[config.mk]
export PLATFORM = sky130hd
export DESIGN_NAME = bstap_top
export DESIGN_NICKNAME = d
export VERILOG_FILES = /design/src/inc/bstap_pkg.sv /design/src/bstap_sync.sv /design/src/bstap_top.sv
export SDC_FILE = /design/constraint.sdc
export NUM_CORES = 1
export LEC_CHECK = 0
export BUFFER_PORTS_ARGS = -buffer_cell sky130_fd_sc_hd__buf_4
export CORE_MARGIN = 2
export CORE_UTILIZATION = 53
export DETAILED_ROUTE_END_ITERATION = 6
export PLACE_DENSITY = 0.76
export SYNTH_ARGS = -nofsm -noshare
export SYNTH_HDL_FRONTEND = slang
export SYNTH_SLANG_ARGS = --single-unit
[constraint.sdc]
create_clock -name ref_clk -period 2.65 [get_ports ref_clk]
set_clock_uncertainty 0.2 [all_clocks]
set_input_delay 0.1325 -clock ref_clk [delete_from_list [all_inputs] [get_ports ref_clk]]
set_output_delay 0.1325 -clock ref_clk [all_outputs]
set_load 0.1 [all_outputs]
[src/inc/bstap_pkg.sv]
// Overview of operation
// Standard test port with state machine, instruction register and data registers.
// Only TCK, TMS, TDI, TDO; tester resets the port by holding TMS high.
// TMS and TDI are taken on each rising TCK edge.
// TDO changes only on falling TCK edges.
// Test logic works only while test mode is high; otherwise pins are normal.
// Codes 0000 and ffff select bypass; fff8 is sample/preload on boundary cells.
// Code ffe8 is extest, ffef is clamp, ffcf is highz.
// Code fffe selects the identification register and shifts its value out.
// Every digital pin has boundary cells; crystal pins are not in the chain.
// Test-Logic-Reset loads the identification instruction and frees the pins.
// Code fffd and unknown codes act as bypass.
package bstap_pkg;
	localparam int IR_LEN = 16;
	localparam int DR_LEN = 32;
	localparam int NPIN = 8;
	localparam int BSR_LEN = 3 * NPIN;
	localparam logic [15:0] OP_BYPASS0 = 16'h0000;
	localparam logic [15:0] OP_BYPASS1 = 16'hffff;
	localparam logic [15:0] OP_SAMPLE = 16'hfff8;
	localparam logic [15:0] OP_EXTEST = 16'hffe8;
	localparam logic [15:0] OP_CLAMP = 16'hffef;
	localparam logic [15:0] OP_IDCODE = 16'hfffe;
	localparam logic [15:0] OP_HIGHZ = 16'hffcf;
	localparam logic [15:0] OP_INTSEL = 16'hfffd;
	localparam logic [15:0] IR_CAPTURE = 16'h0001;
	// identification value is arbitrary; bit 0 must be one
	localparam logic [31:0] ID_VALUE = 32'h0a5c_0001;
	localparam logic [5:0] LEN_BYP = 6'h01;
	localparam logic [5:0] LEN_ID = 6'h20;
	localparam logic [5:0] LEN_BSR = 6'h18;

	typedef enum logic [3:0] {
		TLR, RTI, SEL_DR, CAP_DR, SH_DR, EX1_DR, PAU_DR, EX2_DR, UPD_DR,
		SEL_IR, CAP_IR, SH_IR, EX1_IR, PAU_IR, EX2_IR, UPD_IR
	} bstap_state_t;

	// test port pins as seen by the device
	typedef struct packed {
		logic tck;
		logic tms;
		logic tdi;
		logic test_mode;
	} bstap_jtag_t;

	// one group of shared digital pins
	typedef struct packed {
		logic [NPIN-1:0] data;
		logic [NPIN-1:0] oe;
	} bstap_pins_t;
endpackage

[src/bstap_sync.sv]
module bstap_sync #(
	parameter int W = 1
) (
	// clock and reset
	input wire logic ref_clk,
	input wire logic rst,
	// asynchronous in, synchronised out
	input wire logic [W-1:0] d,
	output logic [W-1:0] q
);
	logic [W-1:0] meta_reg;

	// two-stage synchroniser, first stage read only by the second
	always_ff @(posedge ref_clk) begin
		if (rst) begin
			meta_reg <= '0;
			q <= '0;
		end else begin
			meta_reg <= d;
			q <= meta_reg;
		end
	end
endmodule

[src/bstap_top.sv]
module bstap_top (
	// clock and reset
	input wire logic ref_clk,
	input wire logic rst,
	// test port pins
	input wire bstap_pkg::bstap_jtag_t jtag,
	output logic tdo,
	output logic tdo_oe,
	// core side of the shared digital pins
	input wire bstap_pkg::bstap_pins_t core,
	output logic [bstap_pkg::NPIN-1:0] core_in,
	// pad side of the shared digital pins
	input wire logic [bstap_pkg::NPIN-1:0] pad_in,
	output bstap_pkg::bstap_pins_t pad
);
	typedef struct packed {
		bstap_pkg::bstap_state_t st;
		logic [bstap_pkg::IR_LEN-1:0] ir_sh;
		logic [bstap_pkg::IR_LEN-1:0] ir;
		logic [bstap_pkg::DR_LEN-1:0] dr;
		logic [bstap_pkg::BSR_LEN-1:0] bsr;
		logic tdo;
		logic tdo_oe;
		bstap_pkg::bstap_pins_t pad;
		logic [bstap_pkg::NPIN-1:0] cin;
		logic tck_d;
	} bstap_regs_t;

	bstap_regs_t r_reg;
	bstap_regs_t r_next;
	bstap_pkg::bstap_jtag_t js;
	logic [bstap_pkg::NPIN-1:0] pin_s;
	logic rise;
	logic fall;
	logic [5:0] dr_len;
	logic sel_bsr;
	logic sel_id;

	// pins from outside pass two flops first
	bstap_sync #(.W(4 + bstap_pkg::NPIN)) u_sync (
		.ref_clk(ref_clk),
		.rst(rst),
		.d({jtag, pad_in}),
		.q({js, pin_s})
	);

	// edges of the sampled test clock
	assign rise = js.tck & ~r_reg.tck_d;
	assign fall = ~js.tck & r_reg.tck_d;

	// instruction decode; unknown and private codes fall to bypass
	always_comb begin
		sel_bsr = 1'b0;
		sel_id = 1'b0;
		dr_len = bstap_pkg::LEN_BYP;
		case (r_reg.ir)
			bstap_pkg::OP_SAMPLE, bstap_pkg::OP_EXTEST: begin
				sel_bsr = 1'b1;
				dr_len = bstap_pkg::LEN_BSR;
			end
			bstap_pkg::OP_IDCODE: begin
				sel_id = 1'b1;
				dr_len = bstap_pkg::LEN_ID;
			end
			default: begin
				sel_bsr = 1'b0; // bypass, clamp, highz, private
			end
		endcase
	end

	// next state of the tap controller
	function automatic bstap_pkg::bstap_state_t tap_next(bstap_pkg::bstap_state_t s, logic m);
		case (s)
			bstap_pkg::TLR: tap_next = m ? bstap_pkg::TLR : bstap_pkg::RTI;
			bstap_pkg::RTI: tap_next = m ? bstap_pkg::SEL_DR : bstap_pkg::RTI;
			bstap_pkg::SEL_DR: tap_next = m ? bstap_pkg::SEL_IR : bstap_pkg::CAP_DR;
			bstap_pkg::CAP_DR: tap_next = m ? bstap_pkg::EX1_DR : bstap_pkg::SH_DR;
			bstap_pkg::SH_DR: tap_next = m ? bstap_pkg::EX1_DR : bstap_pkg::SH_DR;
			bstap_pkg::EX1_DR: tap_next = m ? bstap_pkg::UPD_DR : bstap_pkg::PAU_DR;
			bstap_pkg::PAU_DR: tap_next = m ? bstap_pkg::EX2_DR : bstap_pkg::PAU_DR;
			bstap_pkg::EX2_DR: tap_next = m ? bstap_pkg::UPD_DR : bstap_pkg::SH_DR;
			bstap_pkg::UPD_DR: tap_next = m ? bstap_pkg::SEL_DR : bstap_pkg::RTI;
			bstap_pkg::SEL_IR: tap_next = m ? bstap_pkg::TLR : bstap_pkg::CAP_IR;
			bstap_pkg::CAP_IR: tap_next = m ? bstap_pkg::EX1_IR : bstap_pkg::SH_IR;
			bstap_pkg::SH_IR: tap_next = m ? bstap_pkg::EX1_IR : bstap_pkg::SH_IR;
			bstap_pkg::EX1_IR: tap_next = m ? bstap_pkg::UPD_IR : bstap_pkg::PAU_IR;
			bstap_pkg::PAU_IR: tap_next = m ? bstap_pkg::EX2_IR : bstap_pkg::PAU_IR;
			bstap_pkg::EX2_IR: tap_next = m ? bstap_pkg::UPD_IR : bstap_pkg::SH_IR;
			bstap_pkg::UPD_IR: tap_next = m ? bstap_pkg::SEL_DR : bstap_pkg::RTI;
			default: tap_next = bstap_pkg::TLR;
		endcase
	endfunction

	// whole next state
	always_comb begin
		r_next = r_reg;
		r_next.tck_d = js.tck;
		r_next.cin = pin_s;
		if (!js.test_mode) begin
			r_next.st = bstap_pkg::TLR;
			r_next.ir = bstap_pkg::OP_IDCODE;
			r_next.tdo = 1'b0;
			r_next.tdo_oe = 1'b0;
		end else begin
			if (rise) begin
				r_next.st = tap_next(r_reg.st, js.tms);
				case (r_reg.st)
					bstap_pkg::CAP_IR: r_next.ir_sh = bstap_pkg::IR_CAPTURE;
					bstap_pkg::SH_IR: r_next.ir_sh = {js.tdi, r_reg.ir_sh[15:1]};
					bstap_pkg::CAP_DR: begin
						if (sel_id) begin
							r_next.dr = bstap_pkg::ID_VALUE;
						end else if (sel_bsr) begin
							r_next.dr = {8'h00, core.oe, core.data, pin_s};
						end else begin
							r_next.dr = 32'h0000_0000;
						end
					end
					bstap_pkg::SH_DR: begin
						for (int i = 0; i < bstap_pkg::DR_LEN; i++) begin
							if (i == 32'(dr_len) - 1) begin
								r_next.dr[i] = js.tdi;
							end else if (i < bstap_pkg::DR_LEN - 1) begin
								r_next.dr[i] = r_reg.dr[i+1];
							end else begin
								r_next.dr[i] = 1'b0;
							end
						end
					end
					default: begin
						r_next.dr = r_reg.dr;
					end
				endcase
			end
			if (fall) begin
				// tdo and updates move on the falling edge
				r_next.tdo = (r_reg.st == bstap_pkg::SH_IR) ? r_reg.ir_sh[0] : r_reg.dr[0];
				r_next.tdo_oe = (r_reg.st == bstap_pkg::SH_IR) || (r_reg.st == bstap_pkg::SH_DR);
				if (r_reg.st == bstap_pkg::UPD_IR) begin
					r_next.ir = r_reg.ir_sh;
				end
				if (r_reg.st == bstap_pkg::UPD_DR && sel_bsr) begin
					r_next.bsr = r_reg.dr[bstap_pkg::BSR_LEN-1:0];
				end
			end
			if (r_reg.st == bstap_pkg::TLR) begin
				r_next.ir = bstap_pkg::OP_IDCODE;
			end
		end
		// pad drive from the current instruction
		r_next.pad = core;
		if (js.test_mode) begin
			case (r_reg.ir)
				bstap_pkg::OP_EXTEST, bstap_pkg::OP_CLAMP: begin
					r_next.pad.data = r_reg.bsr[2*bstap_pkg::NPIN-1:bstap_pkg::NPIN];
					r_next.pad.oe = r_reg.bsr[3*bstap_pkg::NPIN-1:2*bstap_pkg::NPIN];
				end
				bstap_pkg::OP_HIGHZ: r_next.pad.oe = '0;
				default: r_next.pad = core;
			endcase
		end
	end

	// state register
	always_ff @(posedge ref_clk) begin
		if (rst) begin
			r_reg <= '{st: bstap_pkg::TLR, ir: bstap_pkg::OP_IDCODE, default: '0};
		end else begin
			r_reg <= r_next;
		end
	end

	assign tdo = r_reg.tdo;
	assign tdo_oe = r_reg.tdo_oe;
	assign pad = r_reg.pad;
	assign core_in = r_reg.cin;

	// helper: rising edges seen with tms high in a row
	logic [2:0] tms_run;
	always_ff @(posedge ref_clk) begin
		if (rst || !js.test_mode) begin
			tms_run <= 3'h0;
		end else if (rise) begin
			tms_run <= !js.tms ? 3'h0 : (tms_run == 3'h5 ? 3'h5 : tms_run + 3'h1);
		end
	end
endmodule

---- After elaboration in Yosys (flattened, before gate mapping) ----
Index checks and enable logic that the tools add are counted.
cells by class
  add/subtract/negate cells ............... 1
  eq/ne operators ......................... 51
  mux-type cells .......................... 56
  bitwise logic cells ..................... 5
  reduce and logical (&&, ||, !) cells .... 17
operator list
  kind                  count
  $eq 5x32->1 const A   16
  $eq 4x32->1 const A   8
  $eq 3x32->1 const A   4
  $eq 16x16->1 const B  5
  $eq 2x32->1 const A   2
  $pmux 32 s2           1
  $pmux 4 s12           1
  $mux 1                38
  $eq 1x32->1 const A   1
  $eq 4x4->1 const B    8
  $logic_not 32->1      1
  $pmux 16 s2           1
  $mux 28               1
  $mux 24               1
  $eq 4x3->1 const B    4
  $mux 16               1
  $mux 4                4
  $pmux 8 s2            1
  $pmux 6 s2            1
  $reduce_or 2->1       5
  $reduce_and 3->1      3
  $eq 4x2->1 const B    2
  $mux 8                1
  $sub 6x1->7 const B   1
  other kinds (11)      19
storage, ports and cells
  register bits ........................... 143
  output and inout bits ................... 26
  word-level logic and storage cells ...... 143

---- Logic depth before layout (Yosys ltp) ----
  depth in word-level cells ............... 7
  mapped depth ............................ 10
  mapped depth without buffers ............ 10

---- Hierarchy ----
A second synthesis with hierarchy kept.
unflattened totals
  cell total of the unflattened synthesis .. 613
  area, all modules ....................... 5541.6 um^2
by module, submodules not included
  module      instances  cells each  area an instance (um^2)
  bstap_top   1          563         4848.4
  bstap_sync  1          50          693.2

---- Worst setup path before layout ----
OpenSTA, ideal clock, no wires.
  path kind ............................... reg-to-reg
  start point ............................. register r_reg[83] (netlist name)
  end point ............................... register r_reg[63] (netlist name)
  setup time .............................. 132 ps
  data arrival time ....................... 2497 ps
  required time ........................... 2318 ps
  slack ................................... -179 ps
  cell stages (with the launch flop) ...... 11
  path buffers ............................ 2
  period minus slack after synthesis ...... 2829 ps
  cells stage by stage .................... dfxtp_1 > or4b_4 > buf_6 > nor4_1 > inv_1 > ha_1 > clkbuf_1 > nand3_1 > mux2_2 > a221oi_1 > nor3_1
between the ends
  longest elaborated chain between the ends .. 7
  elaborated cells between the ends (all ways) .. 13
  classes of those cells .................. add/sub: 1; eq/ne: 4; mux: 7; reduce/logical: 1
ends and longest elaborated chain
  item                      RTL line          text
  start: declaration        bstap_top.sv:29   bstap_regs_t r_reg;
  start signal: assignment  bstap_top.sv:169  r_reg <= r_next;
  $eq 16x16->1              bstap_top.sv:56   case (r_reg.ir)
  $reduce_or 2->1           bstap_top.sv:56
  $pmux 6 s2                bstap_top.sv:56
  $sub 6x1->7               bstap_top.sv:121  if (i == 32'(dr_len) - 1) begin
  $eq 4x32->1               bstap_top.sv:121
  $mux 1                    bstap_top.sv:121
  $pmux 32 s2 (*)           bstap_top.sv:107  case (r_reg.st)
Every way passes the cells marked *; elsewhere a longest branch is shown, timed or not.
A chain may end at the register's enable or synchronous reset.

---- Worst setup path after layout ----
  start point ............................. register r_reg[83] (netlist name)
  end point ............................... register r_reg[67] (netlist name)
between the ends
  longest elaborated chain between the ends .. 7
  elaborated cells between the ends (all ways) .. 13
  classes of those cells .................. add/sub: 1; eq/ne: 4; mux: 7; reduce/logical: 1
ends and longest elaborated chain
  item             RTL line
  $eq 16x16->1     bstap_top.sv:56
  $reduce_or 2->1  bstap_top.sv:56
  $pmux 6 s2       bstap_top.sv:56
  $sub 6x1->7      bstap_top.sv:121
  $eq 5x32->1      bstap_top.sv:121
  $mux 1           bstap_top.sv:121
  $pmux 32 s2 (*)  bstap_top.sv:107
Marked as above.

==> metrics.log <==
[metrics] status: finished clean
[metrics] delay of the slowest cell on the worst path: 580 ps
[metrics] number of buffers created by CTS: 17
[metrics] commonest cells after routing, fill and taps aside: 135 x sky130_fd_sc_hd__dfxtp_1, 99 x sky130_fd_sc_hd__nand2_1, 80 x sky130_fd_sc_hd__buf_4, 57 x sky130_fd_sc_hd__nor2_1, 40 x sky130_fd_sc_hd__dlygate4sd3_1
[metrics] element type at the critical path end: register
[metrics] worst path buffer plus inverter count: 0
[metrics] transition time at the pin with the least slew margin: 562 ps
[metrics] synthesized flop and latch total: 135
[metrics] Post-Syn Area: 5530 um^2
[metrics] number of instances on the worst hold path: 3
[metrics] Yosys cell types: 55
[metrics] Peak VDD IR: 330 uV
[metrics] antenna-violating nets left: 0
[metrics] Combinational Power Share: 6.4%
[metrics] final number of max-transition violations: 0
[metrics] type of the worst setup path: reg -> reg
[metrics] clock transition at the registers of the reported paths: 60 ps
[metrics] nets: 724
[metrics] reg-to-reg critical path endpoint: r_reg[67]
[metrics] Worst Setup SP: r_reg[83]
[metrics] wire per inst: 15.3 um
[metrics] die area: 11300 um^2
[metrics] wire length of the first global-routing pass: 21100 um
[metrics] Pre-antenna DRT Iters: 4
[metrics] RR Startpoint: r_reg[83]
[metrics] worst hold endpoint: u_sync.meta_reg[0]
[metrics] post-synthesis async set-or-reset flop share: 0%
[metrics] total of endpoints with negative setup slack in the final report: 0
[metrics] drt total wl: 12800 um
[metrics] overall power consumption: 4.75 mW
[metrics] average footprint of a synthesized cell: 8.96 um^2
[metrics] top fanout value on the critical path: 5
[metrics] Core Box Area: 10200 um^2
[metrics] power density of the placed cells: 681 nW/um^2
[metrics] Clock power frac: 49.8%
[metrics] Post-synth EDFFs: 0
[metrics] post-synthesis net count: 652
[metrics] category of cells accounting for the largest share of critical-path delay: simple AND/OR/NAND/NOR gates
[metrics] Port-buffer cells: 55
[metrics] total I/O pin count: 56
[metrics] worst reg2reg path depth: 7
[metrics] fraction of power spent switching nets: 23.3%
[metrics] Vias per Instance: 5.49
[metrics] number of global-route vias before repair: 4491
[metrics] TritonCTS sink count: 135
[metrics] cell breakdown of the critical path: or4b_4 -> nor4_4 -> ha_1 -> nor2b_1 -> mux2_2 -> a221oi_1 -> nor3_1
[metrics] # diodes: 0
[metrics] Slew headroom: 62.5%
[metrics] maximum clock insertion buffer count: 2
[metrics] min-delay src: pad_in[0]
[metrics] final critical-path share of the clock period: 95.8%
[metrics] clock latency of the later-clocked register in the worst-skew pair: 520 ps
[metrics] vertical extent of the die: 106 um
[metrics] worst hold-check path type: in -> reg
[metrics] final weighted congestion in routability-driven placement: 0.841
[metrics] number of violations of the max-capacitance limit: 0
[metrics] number of antenna violations at the first check in global routing: 0
[metrics] TritonCTS clock tree: done
[metrics] Detailed Route Iter0 Violations: 271
[metrics] cell at the root of the clock tree: sky130_fd_sc_hd__clkbuf_8
[metrics] overflow left after global routing: 0
[metrics] share of the yosys chip area belonging to registers: 48.9%
[metrics] Crit path arrival time: 2720 ps
[metrics] number of warnings printed during yosys synthesis: 0
[metrics] cell with the largest stage delay on the worst path: sky130_fd_sc_hd__or4b_4
[metrics] setup slack, reg-to-reg: 110 ps
[metrics] GR Util All Layers: 23.3%
[metrics] share of cells above drive strength 1: 21.7%
[metrics] via count: 4603
[metrics] Leak Pwr: 2.70 nW
[metrics] P_int: 3.64 mW
[metrics] count of fill cells added during filler insertion: 762
[metrics] net switching power figure: 1.11 mW
[metrics] largest net degree at the start of global routing: 42
[metrics] flip-flop count of the largest register, all copies and words added: 85
[metrics] site row count: 37
[metrics] setup repair after global routing missed its margin: no
[metrics] Hold Worst Slack: 175 ps
[metrics] dominant register cell in the synthesized netlist: sky130_fd_sc_hd__dfxtp_1
[metrics] startpoint types: register
[metrics] H-tree depth reported by CTS: 4
[metrics] endpoints failing hold: 0
[metrics] required time at the endpoint of the critical path: 2830 ps
[metrics] Post-Synthesis Cells: 617
[metrics] starting density of the core: 54.0%
[metrics] post-detailed-placement half-perimeter wirelength: 7720 um
[metrics] overall die width: 106 um
[metrics] area added between synthesis and finish: 26.1%
[metrics] Total Neg Setup Slack: 0 ps
[metrics] fmax: 0.394 GHz
[metrics] sequential share of power: 43.8%
[metrics] clock period minus worst slack: 2540 ps
[metrics] Remaining DRCs: 0
[metrics] most common cell after layout, fill and taps aside: sky130_fd_sc_hd__dfxtp_1
[synthesized netlist by cell type (2+ instances only)]
| master | instances | area [um^2] |
|---|---|---|
| sky130_fd_sc_hd__a21oi_2 | 10 | 87.6 |
| sky130_fd_sc_hd__a22oi_1 | 12 | 90.1 |
| sky130_fd_sc_hd__a32oi_1 | 2 | 17.5 |
| sky130_fd_sc_hd__buf_2 | 7 | 35.0 |
| sky130_fd_sc_hd__a31oi_1 | 5 | 31.3 |
| sky130_fd_sc_hd__nor3b_1 | 2 | 15.0 |
| sky130_fd_sc_hd__mux2_2 | 5 | 56.3 |
| sky130_fd_sc_hd__a21oi_1 | 29 | 145 |
| sky130_fd_sc_hd__nand4_1 | 3 | 18.8 |
| sky130_fd_sc_hd__clkbuf_1 | 30 | 113 |
| sky130_fd_sc_hd__buf_6 | 2 | 22.5 |
| sky130_fd_sc_hd__buf_4 | 27 | 203 |
| sky130_fd_sc_hd__o21ai_0 | 4 | 20.0 |
| sky130_fd_sc_hd__nand3_1 | 38 | 190 |
| sky130_fd_sc_hd__nand4_2 | 2 | 25.0 |
| sky130_fd_sc_hd__dfxtp_1 | 135 | 2700 |
| sky130_fd_sc_hd__nor2b_1 | 37 | 231 |
| sky130_fd_sc_hd__a211oi_1 | 10 | 75.1 |
| sky130_fd_sc_hd__a221oi_1 | 16 | 140 |
| sky130_fd_sc_hd__ha_1 | 5 | 62.6 |
| sky130_fd_sc_hd__xnor2_1 | 2 | 17.5 |
| sky130_fd_sc_hd__a21boi_0 | 4 | 30.0 |
| sky130_fd_sc_hd__mux2i_1 | 10 | 100 |
| sky130_fd_sc_hd__nor4_4 | 2 | 42.5 |
| sky130_fd_sc_hd__a311oi_1 | 6 | 52.6 |
| sky130_fd_sc_hd__nor3_1 | 20 | 100 |
| sky130_fd_sc_hd__nor2_1 | 57 | 214 |
| sky130_fd_sc_hd__nand2_1 | 99 | 372 |
| sky130_fd_sc_hd__nand2b_1 | 2 | 12.5 |
| sky130_fd_sc_hd__inv_1 | 4 | 15.0 |
| sky130_fd_sc_hd__and3_1 | 4 | 25.0 |
| sky130_fd_sc_hd__nor3b_4 | 2 | 37.5 |
| sky130_fd_sc_hd__nand3b_1 | 2 | 15.0 |
[metal layers]
metal	routed length [um]	track usage [%]	vias to the layer above
met5	0	0	-
met4	142	8.27	0
met3	566	4.29	14
met2	6450	40.4	125
met1	5630	28.9	2201
li1	-	-	2263
[logic make-up (layout without fill, tap and decap cells)]
logic type                 after synthesis  in the layout  synth area share (%)
and+or+nand+nor                        283            283                  25.8
DFF                                    135            135                  48.9
muxes                                   15             15                  2.83
buffers and inverters                   72            157                  7.22
adders and majority gates                5              5                  1.13
xor gates and xnor gates                 2              2                 0.317
AOI/OAI and AO/OA                      105            105                  13.8
[stage by stage]
stage                     util [%]  setup WS, ps  area [um^2]  std cells
after floorplan                  -          54.4         5550        617
after CTS                     67.7          20.4         6920        836
after detailed placement      57.9           122         5920        764
after global placement        57.9           184         5920        764
after global routing          68.1          1.42         6970        838
final                         68.1           111         6970        838
[area by class of cell]
class | count | area (um^2) | share of cell area [%]
tap | 136 | 170 | 2.44
clock inverter | 14 | 173 | 2.48
inverter | 4 | 15.0 | 0.215
sequential | 135 | 2700 | 38.8
multi-input combinational | 410 | 2460 | 35.3
clock buffer | 18 | 428 | 6.14
timing repair buffer | 121 | 1020 | 14.7
[how the worst max path moves through the flow]
stage	end	slack [ps]	cells after the start
6_report	r_reg[67]	110	7
5_1_grt	r_reg[67]	1	7
4_1_cts	pad[8]	20	7
3_5_place_dp	r_reg[63]	120	8
3_3_place_gp	r_reg[67]	180	7
2_1_floorplan	r_reg[63]	50	10
[what timing repair did]
item | CTS | global route
hold endpoints to repair | 61 | 0
setup buffers | 0 | 2
hold buffers | 40 | 0
setup endpoints to repair | 0 | 12
gates resized for setup | 0 | 10
[power groups by stage]
stage / combinational, mW / sequential (mW) / clock, mW
after global placement: 0.251 / 2.12 / 0
final: 0.303 / 2.08 / 2.36
after detailed placement: 0.255 / 2.12 / 0
after floorplan: 0.202 / 2.12 / 0
after CTS: 0.301 / 2.08 / 2.39
after global routing: 0.319 / 2.08 / 2.48
[worst min-delay path, cell delays in order]
cell and delay [ps]:
sky130_fd_sc_hd__dlygate4sd3_1 520, sky130_fd_sc_hd__buf_4 90, sky130_fd_sc_hd__nor2b_1 100
No activity file was read; power rests on OpenSTA's default activity.
